<file path="src/hdl/cotc_pkg.sv">
// Constants shared by the constant off-time chopper block
package cotc_pkg;
  // Register offsets (byte addresses)
  localparam logic [7:0] ADDR_CONF = 8'h00;
  localparam logic [7:0] ADDR_TARGET = 8'h04;
  localparam logic [7:0] ADDR_STATUS = 8'h08;
  // Configuration register field positions
  localparam int CONF_OFF_LSB = 0;
  localparam int CONF_START_LSB = 4;
  localparam int CONF_END_LSB = 7;
  localparam int CONF_FD_HI_BIT = 11;
  localparam int CONF_FD_CMP_OFF_BIT = 12;
  localparam int CONF_RAND_OFF_BIT = 13;
  localparam int CONF_MODE_BIT = 14;
  localparam int CONF_SYNC_LSB = 16;
  localparam logic [31:0] CONF_RESET = 32'h0000_4003;
  // Target register: bits 8:0 are the sine target magnitude
  localparam logic [31:0] TARGET_RESET = 32'h0000_0000;
  // Off time basis: 12 + 32 * setting system clocks
  localparam int OFF_BASE = 12;
  localparam int OFF_STEP = 32;
  localparam int SYNC_UNIT = 64;
  localparam int FD_STEP = 32;
  localparam logic [3:0] OFFSET_ZERO = 4'h3;
  localparam logic [15:0] LFSR_SEED = 16'hACE1;
  // Chopper phase encoding
  typedef enum logic [1:0] {
    PH_ON = 2'b00,
    PH_FAST = 2'b01,
    PH_SLOW = 2'b10,
    PH_WAIT = 2'b11
  } cotc_phase_t;
endpackage : cotc_pkg

</file>
<file path="src/hdl/cotc_coil.sv">
// One coil chopper: on, fast decay, slow decay, optional wait for sync
`timescale 1ns/1ns
module cotc_coil (
  input wire logic i_clock,
  input wire logic i_rst,
  input wire logic i_enable,
  input wire logic i_const_off,
  input wire logic i_comp_trip,
  input wire logic i_comp_neg,
  input wire logic i_fd_dis_comp,
  input wire logic [9:0] i_fast_ticks,
  input wire logic [9:0] i_slow_ticks,
  input wire logic i_sync_on,
  input wire logic i_sync_pulse,
  output logic [1:0] o_phase
);
  cotc_pkg::cotc_phase_t phase_reg;
  logic [9:0] count_reg;

  always_ff @(posedge i_clock) begin
    if (i_rst || !i_enable) begin
      phase_reg <= cotc_pkg::PH_ON;
      count_reg <= 10'h000;
    end else begin
      unique case (phase_reg)
        cotc_pkg::PH_ON: begin
          if (i_comp_trip) begin
            count_reg <= 10'h000;
            if (i_const_off && i_fast_ticks != 10'h000) begin
              phase_reg <= cotc_pkg::PH_FAST;
            end else begin
              phase_reg <= cotc_pkg::PH_SLOW;
            end
          end
        end
        cotc_pkg::PH_FAST: begin
          count_reg <= count_reg + 10'h001;
          if (count_reg + 10'h001 >= i_fast_ticks || (!i_fd_dis_comp && i_comp_neg)) begin
            phase_reg <= cotc_pkg::PH_SLOW;
            count_reg <= 10'h000;
          end
        end
        cotc_pkg::PH_SLOW: begin
          count_reg <= count_reg + 10'h001;
          if (count_reg + 10'h001 >= i_slow_ticks) begin
            count_reg <= 10'h000;
            if (i_sync_on && !i_sync_pulse) begin
              phase_reg <= cotc_pkg::PH_WAIT;
            end else begin
              phase_reg <= cotc_pkg::PH_ON;
            end
          end
        end
        cotc_pkg::PH_WAIT: begin
          if (i_sync_pulse || !i_sync_on) begin
            phase_reg <= cotc_pkg::PH_ON;
          end
        end
      endcase
    end
  end

  assign o_phase = phase_reg;
endmodule : cotc_coil

</file>
<file path="src/hdl/cotc_top.sv">
// Two-coil constant off-time chopper control with APB registers
// Function
// Mode bit 0 selects hysteresis chopper, 1 selects constant off-time chopper.
// Full-step load-dependent speed mode forces constant off-time chopper.
// On phase until comparator trips, then fixed fast decay, then slow decay.
// Fast decay time from high bit plus start field; zero means slow only.
// End field adds offset to target: codes 0-2 negative, 3 none, 4-15 positive.
// Comparator bit 0 ends fast decay early on negative current; 1 time only.
// Without sync, both coil choppers run independently.
// Random bit modulates slow decay off time via pseudo-random generator.
// Sync only lengthens off time to next sync pulse, never shortens.
// Sync field 0 disables; 1-15 gives period field times 64 clocks.
// Sync switches off while velocity exceeds high velocity threshold.
// Sync has no effect while voltage-mode quiet chopper is active.
// Software should set sync for twice or base chopper frequency, short off time.
// Slow decay off time is 12 plus 32 times the setting in clocks.
// Divider and counters on system clock; on phase starts at first sync after off.
// Free-running LFSR low bits add a few clocks to slow decay.
`timescale 1ns/1ns
module cotc_top (
  input wire logic i_clock,
  input wire logic i_rst,
  input wire logic i_psel,
  input wire logic i_penable,
  input wire logic i_pwrite,
  input wire logic [7:0] i_paddr,
  input wire logic [31:0] i_pwdata,
  input wire logic i_fullstep_speed_mode,
  input wire logic i_above_high_velocity,
  input wire logic i_quiet_chopper,
  input wire logic [1:0] i_comp_trip,
  input wire logic [1:0] i_comp_neg,
  output logic o_pready,
  output logic [31:0] o_prdata,
  output logic o_pslverr,
  output logic [1:0] o_bridge_on,
  output logic [1:0] o_bridge_fast,
  output logic o_const_off_active,
  output logic o_sync_active,
  output logic [9:0] o_target_current
);
  logic [31:0] conf_reg;
  logic [8:0] target_reg;
  logic [15:0] lfsr_reg;
  logic [9:0] sync_cnt_reg;
  logic sync_pulse_reg;
  logic [3:0] slow_decay_off_time;
  logic [3:0] fast_decay_time;
  logic [3:0] hysteresis_end_field;
  logic [3:0] sync_div;
  logic const_off;
  logic sync_on;
  logic [9:0] sync_period;
  logic [9:0] fast_ticks;
  logic [9:0] slow_base;
  logic [9:0] slow_ticks;
  logic [1:0] ph0;
  logic [1:0] ph1;
  logic access;
  logic mapped;
  logic [10:0] offs_sum;

  assign access = i_psel && i_penable;
  assign mapped = i_paddr == cotc_pkg::ADDR_CONF || i_paddr == cotc_pkg::ADDR_TARGET ||
                  i_paddr == cotc_pkg::ADDR_STATUS;
  assign slow_decay_off_time = conf_reg[cotc_pkg::CONF_OFF_LSB +: 4];
  assign fast_decay_time = {conf_reg[cotc_pkg::CONF_FD_HI_BIT], conf_reg[cotc_pkg::CONF_START_LSB +: 3]};
  assign hysteresis_end_field = conf_reg[cotc_pkg::CONF_END_LSB +: 4];
  assign sync_div = conf_reg[cotc_pkg::CONF_SYNC_LSB +: 4];
  assign const_off = conf_reg[cotc_pkg::CONF_MODE_BIT] || i_fullstep_speed_mode;
  assign sync_on = sync_div != 4'h0 && !i_above_high_velocity && !i_quiet_chopper;
  assign sync_period = 10'(sync_div) * 10'(cotc_pkg::SYNC_UNIT);
  assign fast_ticks = 10'(fast_decay_time) * 10'(cotc_pkg::FD_STEP);
  assign slow_base = 10'(cotc_pkg::OFF_BASE) + 10'(slow_decay_off_time) * 10'(cotc_pkg::OFF_STEP);
  assign slow_ticks = conf_reg[cotc_pkg::CONF_RAND_OFF_BIT] ? slow_base + 10'(lfsr_reg[2:0]) : slow_base;
  // Offset of code minus three, applied to target magnitude
  assign offs_sum = 11'(target_reg) + 11'(hysteresis_end_field) - 11'(cotc_pkg::OFFSET_ZERO);

  // Register writes
  always_ff @(posedge i_clock) begin
    if (i_rst) begin
      conf_reg <= cotc_pkg::CONF_RESET;
      target_reg <= cotc_pkg::TARGET_RESET[8:0];
    end else if (access && i_pwrite && o_pready) begin
      if (i_paddr == cotc_pkg::ADDR_CONF) begin
        conf_reg <= {12'h000, i_pwdata[19:16], 1'b0, i_pwdata[14:0]};
      end
      if (i_paddr == cotc_pkg::ADDR_TARGET) begin
        target_reg <= i_pwdata[8:0];
      end
    end
  end

  // APB answer: one wait state, pready on second access cycle
  always_ff @(posedge i_clock) begin
    if (i_rst) begin
      o_pready <= 1'b0;
      o_prdata <= 32'h0000_0000;
      o_pslverr <= 1'b0;
    end else begin
      o_pready <= access && !o_pready;
      o_pslverr <= access && !o_pready && !mapped;
      if (access && !o_pready && !i_pwrite) begin
        unique case (i_paddr)
          cotc_pkg::ADDR_CONF: o_prdata <= conf_reg;
          cotc_pkg::ADDR_TARGET: o_prdata <= {23'h000000, target_reg};
          cotc_pkg::ADDR_STATUS: o_prdata <= {26'h0000000, sync_on, const_off, ph1, ph0};
          default: o_prdata <= 32'h0000_0000;
        endcase
      end
    end
  end

  // Free-running pseudo-random generator
  always_ff @(posedge i_clock) begin
    if (i_rst) begin
      lfsr_reg <= cotc_pkg::LFSR_SEED;
    end else begin
      lfsr_reg <= {lfsr_reg[14:0], lfsr_reg[15] ^ lfsr_reg[13] ^ lfsr_reg[12] ^ lfsr_reg[10]};
    end
  end

  // Common sync clock divider
  always_ff @(posedge i_clock) begin
    if (i_rst || sync_div == 4'h0) begin
      sync_cnt_reg <= 10'h000;
      sync_pulse_reg <= 1'b0;
    end else if (sync_cnt_reg + 10'h001 >= sync_period) begin
      sync_cnt_reg <= 10'h000;
      sync_pulse_reg <= 1'b1;
    end else begin
      sync_cnt_reg <= sync_cnt_reg + 10'h001;
      sync_pulse_reg <= 1'b0;
    end
  end

  // Independent coil choppers, sharing only the optional sync pulse
  cotc_coil u_coil_a (
    .i_clock(i_clock),
    .i_rst(i_rst),
    .i_enable(1'b1),
    .i_const_off(const_off),
    .i_comp_trip(i_comp_trip[0]),
    .i_comp_neg(i_comp_neg[0]),
    .i_fd_dis_comp(conf_reg[cotc_pkg::CONF_FD_CMP_OFF_BIT]),
    .i_fast_ticks(fast_ticks),
    .i_slow_ticks(slow_ticks),
    .i_sync_on(sync_on),
    .i_sync_pulse(sync_pulse_reg),
    .o_phase(ph0)
  );
  cotc_coil u_coil_b (
    .i_clock(i_clock),
    .i_rst(i_rst),
    .i_enable(1'b1),
    .i_const_off(const_off),
    .i_comp_trip(i_comp_trip[1]),
    .i_comp_neg(i_comp_neg[1]),
    .i_fd_dis_comp(conf_reg[cotc_pkg::CONF_FD_CMP_OFF_BIT]),
    .i_fast_ticks(fast_ticks),
    .i_slow_ticks(slow_ticks),
    .i_sync_on(sync_on),
    .i_sync_pulse(sync_pulse_reg),
    .o_phase(ph1)
  );

  // Registered outputs
  always_ff @(posedge i_clock) begin
    if (i_rst) begin
      o_bridge_on <= 2'b00;
      o_bridge_fast <= 2'b00;
      o_const_off_active <= 1'b0;
      o_sync_active <= 1'b0;
      o_target_current <= 10'h000;
    end else begin
      o_bridge_on <= {ph1 == 2'(cotc_pkg::PH_ON), ph0 == 2'(cotc_pkg::PH_ON)};
      o_bridge_fast <= {ph1 == 2'(cotc_pkg::PH_FAST), ph0 == 2'(cotc_pkg::PH_FAST)};
      o_const_off_active <= const_off;
      o_sync_active <= sync_on;
      if (!const_off) begin
        o_target_current <= {1'b0, target_reg};
      end else if (offs_sum[10]) begin
        o_target_current <= 10'h000;
      end else begin
        o_target_current <= offs_sum[9:0];
      end
    end
  end
endmodule : cotc_top

</file>
<file path="config.mk">
export PLATFORM = sky130hd
export DESIGN_NAME = cotc_top
export DESIGN_NICKNAME = d
export VERILOG_FILES = /design/src/hdl/cotc_pkg.sv /design/src/hdl/cotc_coil.sv /design/src/hdl/cotc_top.sv
export SDC_FILE = /design/constraint.sdc
export NUM_CORES = 1
export LEC_CHECK = 0
export BUFFER_PORTS_ARGS = -buffer_cell sky130_fd_sc_hd__clkbuf_2
export CAP_MARGIN = 5
export CORE_UTILIZATION = 59
export CTS_BUF_LIST = sky130_fd_sc_hd__clkbuf_4 sky130_fd_sc_hd__clkbuf_8
export DETAILED_ROUTE_END_ITERATION = 10
export PLACE_DENSITY = 0.81
export SLEW_MARGIN = 25
export SYNTH_ARGS = -nofsm -noshare
export SYNTH_HDL_FRONTEND = slang
export SYNTH_SLANG_ARGS = --single-unit
</file>
<file path="constraint.sdc">
create_clock -name i_clock -period 3.19 [get_ports i_clock]
set_clock_uncertainty 0.15 [all_clocks]
set_input_delay 0.638 -clock i_clock [delete_from_list [all_inputs] [get_ports i_clock]]
set_output_delay 0.638 -clock i_clock [all_outputs]
set_load 0.02 [all_outputs]
</file>
Word-level counts from Yosys, hierarchy flattened

Cells that the tools add are included.
W data, S select, Z words.

Add/subtract/negate cells: 7
$mul: 0
Div/mod/pow operators: 0
Magnitude comparators: 5
Equality and inequality tests: 16
Shift operators: 0
Multiplexer cells: 24
Bitwise gates (word level): 4
Reductions and logical operators: 43

Operators by type and width:

| cell                    | number |
|---|---|
| $mux W10                | 7 |
| $pmux W10 S3            | 2 |
| $pmux W20 S3            | 1 |
| $add A10 B1 Y10 const B | 3 |
| $ge A10 B10 Y1          | 3 |
| $ge A10 B9 Y1           | 2 |
| $mux W2                 | 9 |
| $mux W9                 | 2 |
| $pmux W2 S4             | 2 |
| $logic_and A1 B1 Y1     | 12 |
| $sub A10 B2 Y11 const B | 1 |
| $add A10 B3 Y10         | 1 |
| $add A4 B9 Y10 const A  | 1 |
| $add A9 B4 Y10          | 1 |
| $ne A2 B1 Y1 const B    | 5 |
| $reduce_bool A10 Y1     | 1 |
| $eq A2 B2 Y1 const B    | 4 |
| $eq A8 B3 Y1 const B    | 1 |
| $eq A8 B4 Y1 const B    | 1 |
| $logic_not A1 Y1        | 8 |
| $logic_not A8 Y1        | 1 |
| $reduce_and A2 Y1       | 4 |
| $reduce_and A4 Y1       | 2 |
| $logic_or A1 B1 Y1      | 7 |
| other kinds (11)        | 18 |

Flip-flop bits (word level): 129
Bits in latches: 0
Memory bits (writable): 0
Bits in read-only memories: 0
Output and inout bits: 50
Logic and storage cells: 117
Memories kept: 0

Logic depth before layout (Yosys ltp)

Depth in word-level cells: 7
Gate-level depth with buffers: 13

Modules after synthesis

From an unflattened synthesis, not the netlist that was laid out.

Cells, all modules: 782
Area total of the unflattened synthesis: 6,641.4 um^2

Modules (own cells, without submodules):

| module    | times used | cells an instance | area an instance (um^2) | seq. area each (um^2) |
|---|---|---|---|---|
| cotc_top  | 1          | 452               | 4,048.9                 | 1,841.8 |
| cotc_coil | 2          | 165               | 1,296.2                 | 240.2 |

Worst setup path after synthesis

OpenSTA, ideal clock, no wires.

Path type: reg-to-reg
From: register u_coil_a.count_reg[0]
To: register u_coil_a.count_reg[2]
Arrival: 2.747 ns
Data required time: 2.983 ns
Setup slack: 0.236 ns
Stages on the path, launching flop included: 14
Path buffers: 1
Cells stage by stage: dfxtp_1 > ha_1 > and3_1 > buf_6 > nand3_1 > xnor2_1 > ha_1 > a21oi_1 > o2111ai_1 > nor4b_1 > nand2_1 > o22a_2 > nor3b_1 > a21o_1

Word-level cells in the longest chain between the ends: 5

RTL lines:

| what                   | RTL line        | text |
|---|---|---|
| start, declared        | cotc_coil.sv:18 | `logic [9:0] count_reg;` |
| start signal, assigned | cotc_coil.sv:37 | `count_reg <= count_reg + 10'h001;` |
| start signal, assigned | cotc_coil.sv:44 | `count_reg <= count_reg + 10'h001;` |
| $add A10 B1 Y10 *      | n/a             |  |
| $ge A10 B9 Y1          | cotc_coil.sv:38 | `if (count_reg + 10'h001 >= i_fast_ticks \|\| (!i_fd_dis_comp && i_comp_neg)) begin` |
| $logic_or A1 B1 Y1     | cotc_coil.sv:38 |  |
| $mux W10               | cotc_coil.sv:38 |  |
| $pmux W10 S3 *         | cotc_coil.sv:25 | `unique case (phase_reg)` |

Every way passes the cells marked *; elsewhere a longest branch is shown, timed or not.
A chain may end at the register's enable or synchronous reset.

Worst setup path in the final report

From: register u_coil_a.count_reg[1]
To: register u_coil_a.count_reg[4]

Same word-level chain as after synthesis.

==> run_results.csv <==
group,metric,value,unit
sta,worst_pin_slew,813.4,ps
global_routing,first_global_vias,4718,
sta,clock.fmax,330.0,MHz
detailed_routing,vias,5164,
sta,slew_violations,0,
logic_synthesis,synth_xor_xnor_area_share,0.04471,
detailed_routing,avgRoutedWirePerCell,15.58,um
clocking,clock_latency,430,ps
flow_run,maxCapViolations,0,
final_layout,nFillCells,753,
logic_synthesis,synth_cell_types,66,
worst_hold_path,hold_path_class,"primary input to register",
logic_synthesis,synthAdderAreaFrac,0.1208,
placement,place_congestion,0.8841,
detailed_routing,drc_errors,0,
final_layout,drive_gt1_frac,0.2122,
clocking,cts_tree,"yes",
clocking,clockBufferDepth,2,
critical_path,cp_slowest_stage_delay,390,ps
sta,finalSetupViolCount,0,
logic_synthesis,yosys.area_share.simple,0.1749,
floorplan,start_util,0.6156,
logic_synthesis,synth_area,6072,um^2
logic_synthesis,synthCells,669,
power,total_power,3.267,mW
logic_synthesis,ys_warn_count,0,
final_layout,nNetsFinal,873,
logic_synthesis,synth_ff_type,"dfxtp_1",
global_routing,grt_pass1_wl,22210,um
final_layout,area_growth,15.43,%
run_status,outcome,"finished clean",
critical_path,path_cells,"nand4_1 > or2_2 > nor2_1 > xor2_1 > ha_1 > nand2_1 > o2111ai_1 > nor4b_2 > nand2_1 > o22a_2 > o21ai_0 > o31a_1",
logic_synthesis,postSynthAreaPerCell,9.076,um^2
critical_path,cp_data_arrival_time,3260,ps
final_layout,final_common_cell,"dfxtp_1",
clocking,cts_buffers,17,
sta,fin_ws,160.1,ps
clocking,clockRootBuffer,"clkbuf_8",
sta,hold_ws,228.6,ps
power,p_per_area,466.0,nW/um^2
global_routing,antenna_found_initial,0,
critical_path,end_kind,"register",
logic_synthesis,seq_area_frac_synth,0.3824,
logic_synthesis,synth_compound_area_frac,0.1477,
critical_path,cp_slowest_cell,"dfxtp_2",
floorplan,fp.dieW,103.4,um
critical_path,start_kind,"register",
sta,finalCritPeriodShare,0.9498,
clocking,cts_num_sinks,116,
floorplan,num_io_pins,102,
clocking,htreeDepth,4,
sta,final.min_clock_period,3030,ps
global_routing,grt-ovfl-total,0,
detailed_routing,met2_length,6929,um
detailed_routing,route.met3.wl,940,um
logic_synthesis,synth_edf_count,0,
global_routing,grt_start_max_net_pins,29,
sta,rsz0062_at_grt,"no",
floorplan,rows,36,
clocking,clkTransAtPathRegs,70,ps
detailed_routing,vias_per_cell,5.700,
critical_path,critPathMaxFanout,7,
detailed_routing,routed.top_layer,"met4",
clocking,cts_hold_repair.buffers,0,
detailed_routing,dr.pass1.iters,5,
final_layout,diodes,0,
critical_path,path_class,"register to register",
sta,max_slew_margin,0.4544,
placement,dp_slack,-5.794,ps
floorplan,die_h,103.4,um
detailed_routing,wirelength,14110,um
logic_synthesis,async_flop_share,0,
critical_path,cp_common_cell,"nand2_1",
floorplan,die_area,10700,um^2
power,p_leak,3.152,nW
detailed_routing,drt_iter0_drc,312,
global_routing,grtUsageTotal,0.2710,
critical_path,required,3420,ps
floorplan,core,9864,um^2
logic_synthesis,muxShareOfSynthArea,0.05955,
logic_synthesis,synth_top_family_by_area,"simple AND/OR/NAND/NOR gates",
detailed_routing,wirelength_met1,5977,um
placement,dp_hpwl,10500,um
detailed_routing,final_antenna_net_count,0,
sta,tns,0,ps
power,irDropWorstVdd,406.3,uV
sta,hold_viol_final,0,
final_layout,final_cell_mix,"dfxtp_1 (111), clkbuf_2 (75), nor2_1 (69)",
placement,io_buffers,75,
logic_synthesis,synth-seq-cells,116,
==> critical path: cells and delay by family, from the launching register on <==
kind                       cells  cell delay (ps)
and+or+nand+nor                6             1110
AOI/OAI and AO/OA              4              820
DFF                            1              390
adders and majority gates      1              280
xor gates and xnor gates       1              240
==> synthesized netlist by cell type (5+ instances only) <==
library cell  number  area (um^2)
a21o_1            10        75.07
a21oi_1           18        90.09
a22o_1             7        61.31
a22oi_1           19        142.6
and3_1             7        43.79
buf_4             15        112.6
clkbuf_1          12        45.04
dfxtp_1          116         2322
ha_1              57        713.2
inv_1             51        191.4
mux2i_1           35        350.3
nand2_1           44        165.2
nand2b_1           8        50.05
nand3_1           20        100.1
nor2_1            69        259.0
nor2b_1           19        118.9
nor3_1             9        45.04
nor4_1             6        37.54
o211ai_1           5        37.54
o21ai_0           19        95.09
o22ai_1            7        43.79
or2_2             12        75.07
xnor2_1           18        157.7
xor2_1            13        113.9
==> final cells by class <==
type	instances	area (um^2)	area share
clock buffer	19	249.0	0.03552
multi-input combinational	477	3423	0.4884
sequential	116	2331	0.3326
clock inverter	10	88.84	0.01267
tap	133	166.4	0.02374
timing repair buffer	99	555.5	0.07926
inverter	52	195.2	0.02785
==> final timing paths <==
check                             start                    end  slack, ps  cells past startpoint
setup / recovery  u_coil_a.count_reg[1]  u_coil_a.count_reg[4]        160                     12
setup reg to reg  u_coil_a.count_reg[1]  u_coil_a.count_reg[4]        160                     12
hold / removal    i_above_high_velocity          o_sync_active        230                      2
hold reg to reg             lfsr_reg[4]            lfsr_reg[5]        260                      1
==> stage by stage <==
stage	utilization	cell area, um^2	cells
2_1_floorplan	-	6117	681
3_3_place_gp	0.6697	6606	876
3_5_place_dp	0.6697	6606	876
4_1_cts	0.7062	6967	906
5_1_grt	0.7106	7009	906
6_report	0.7106	7009	906
==> routing by layer <==
metal / vias up / GRT usage
met4: 0 / 0.09751
met1: 2461 / 0.3469
li1: 2495 / -
met3: 25 / 0.05981
met5: - / 0
met2: 183 / 0.4493
==> kinds of logic after synthesis <==
kind of cell,after synthesis
AND/OR/NAND/NOR,216
AO/OA/AOI/OAI,123
flip-flops,116
buffers and inverters,88
adder cells (fa/ha/maj),58
multiplexers,36
XOR/XNOR,31
other,1
==> what timing repair did <==
item,in CTS,in global routing
hold endpoints to repair,0,0
setup endpoints to repair,3,9
setup buffers,1,0
gates resized for setup,3,10
pin swaps,1,0
==> power by group <==
part	internal (mW)	switching, mW
logic	0.216	0.316
registers	1.50	0.0432
clock network	0.613	0.575
total	2.33	0.934
No activity file was read; power rests on OpenSTA's default activity.
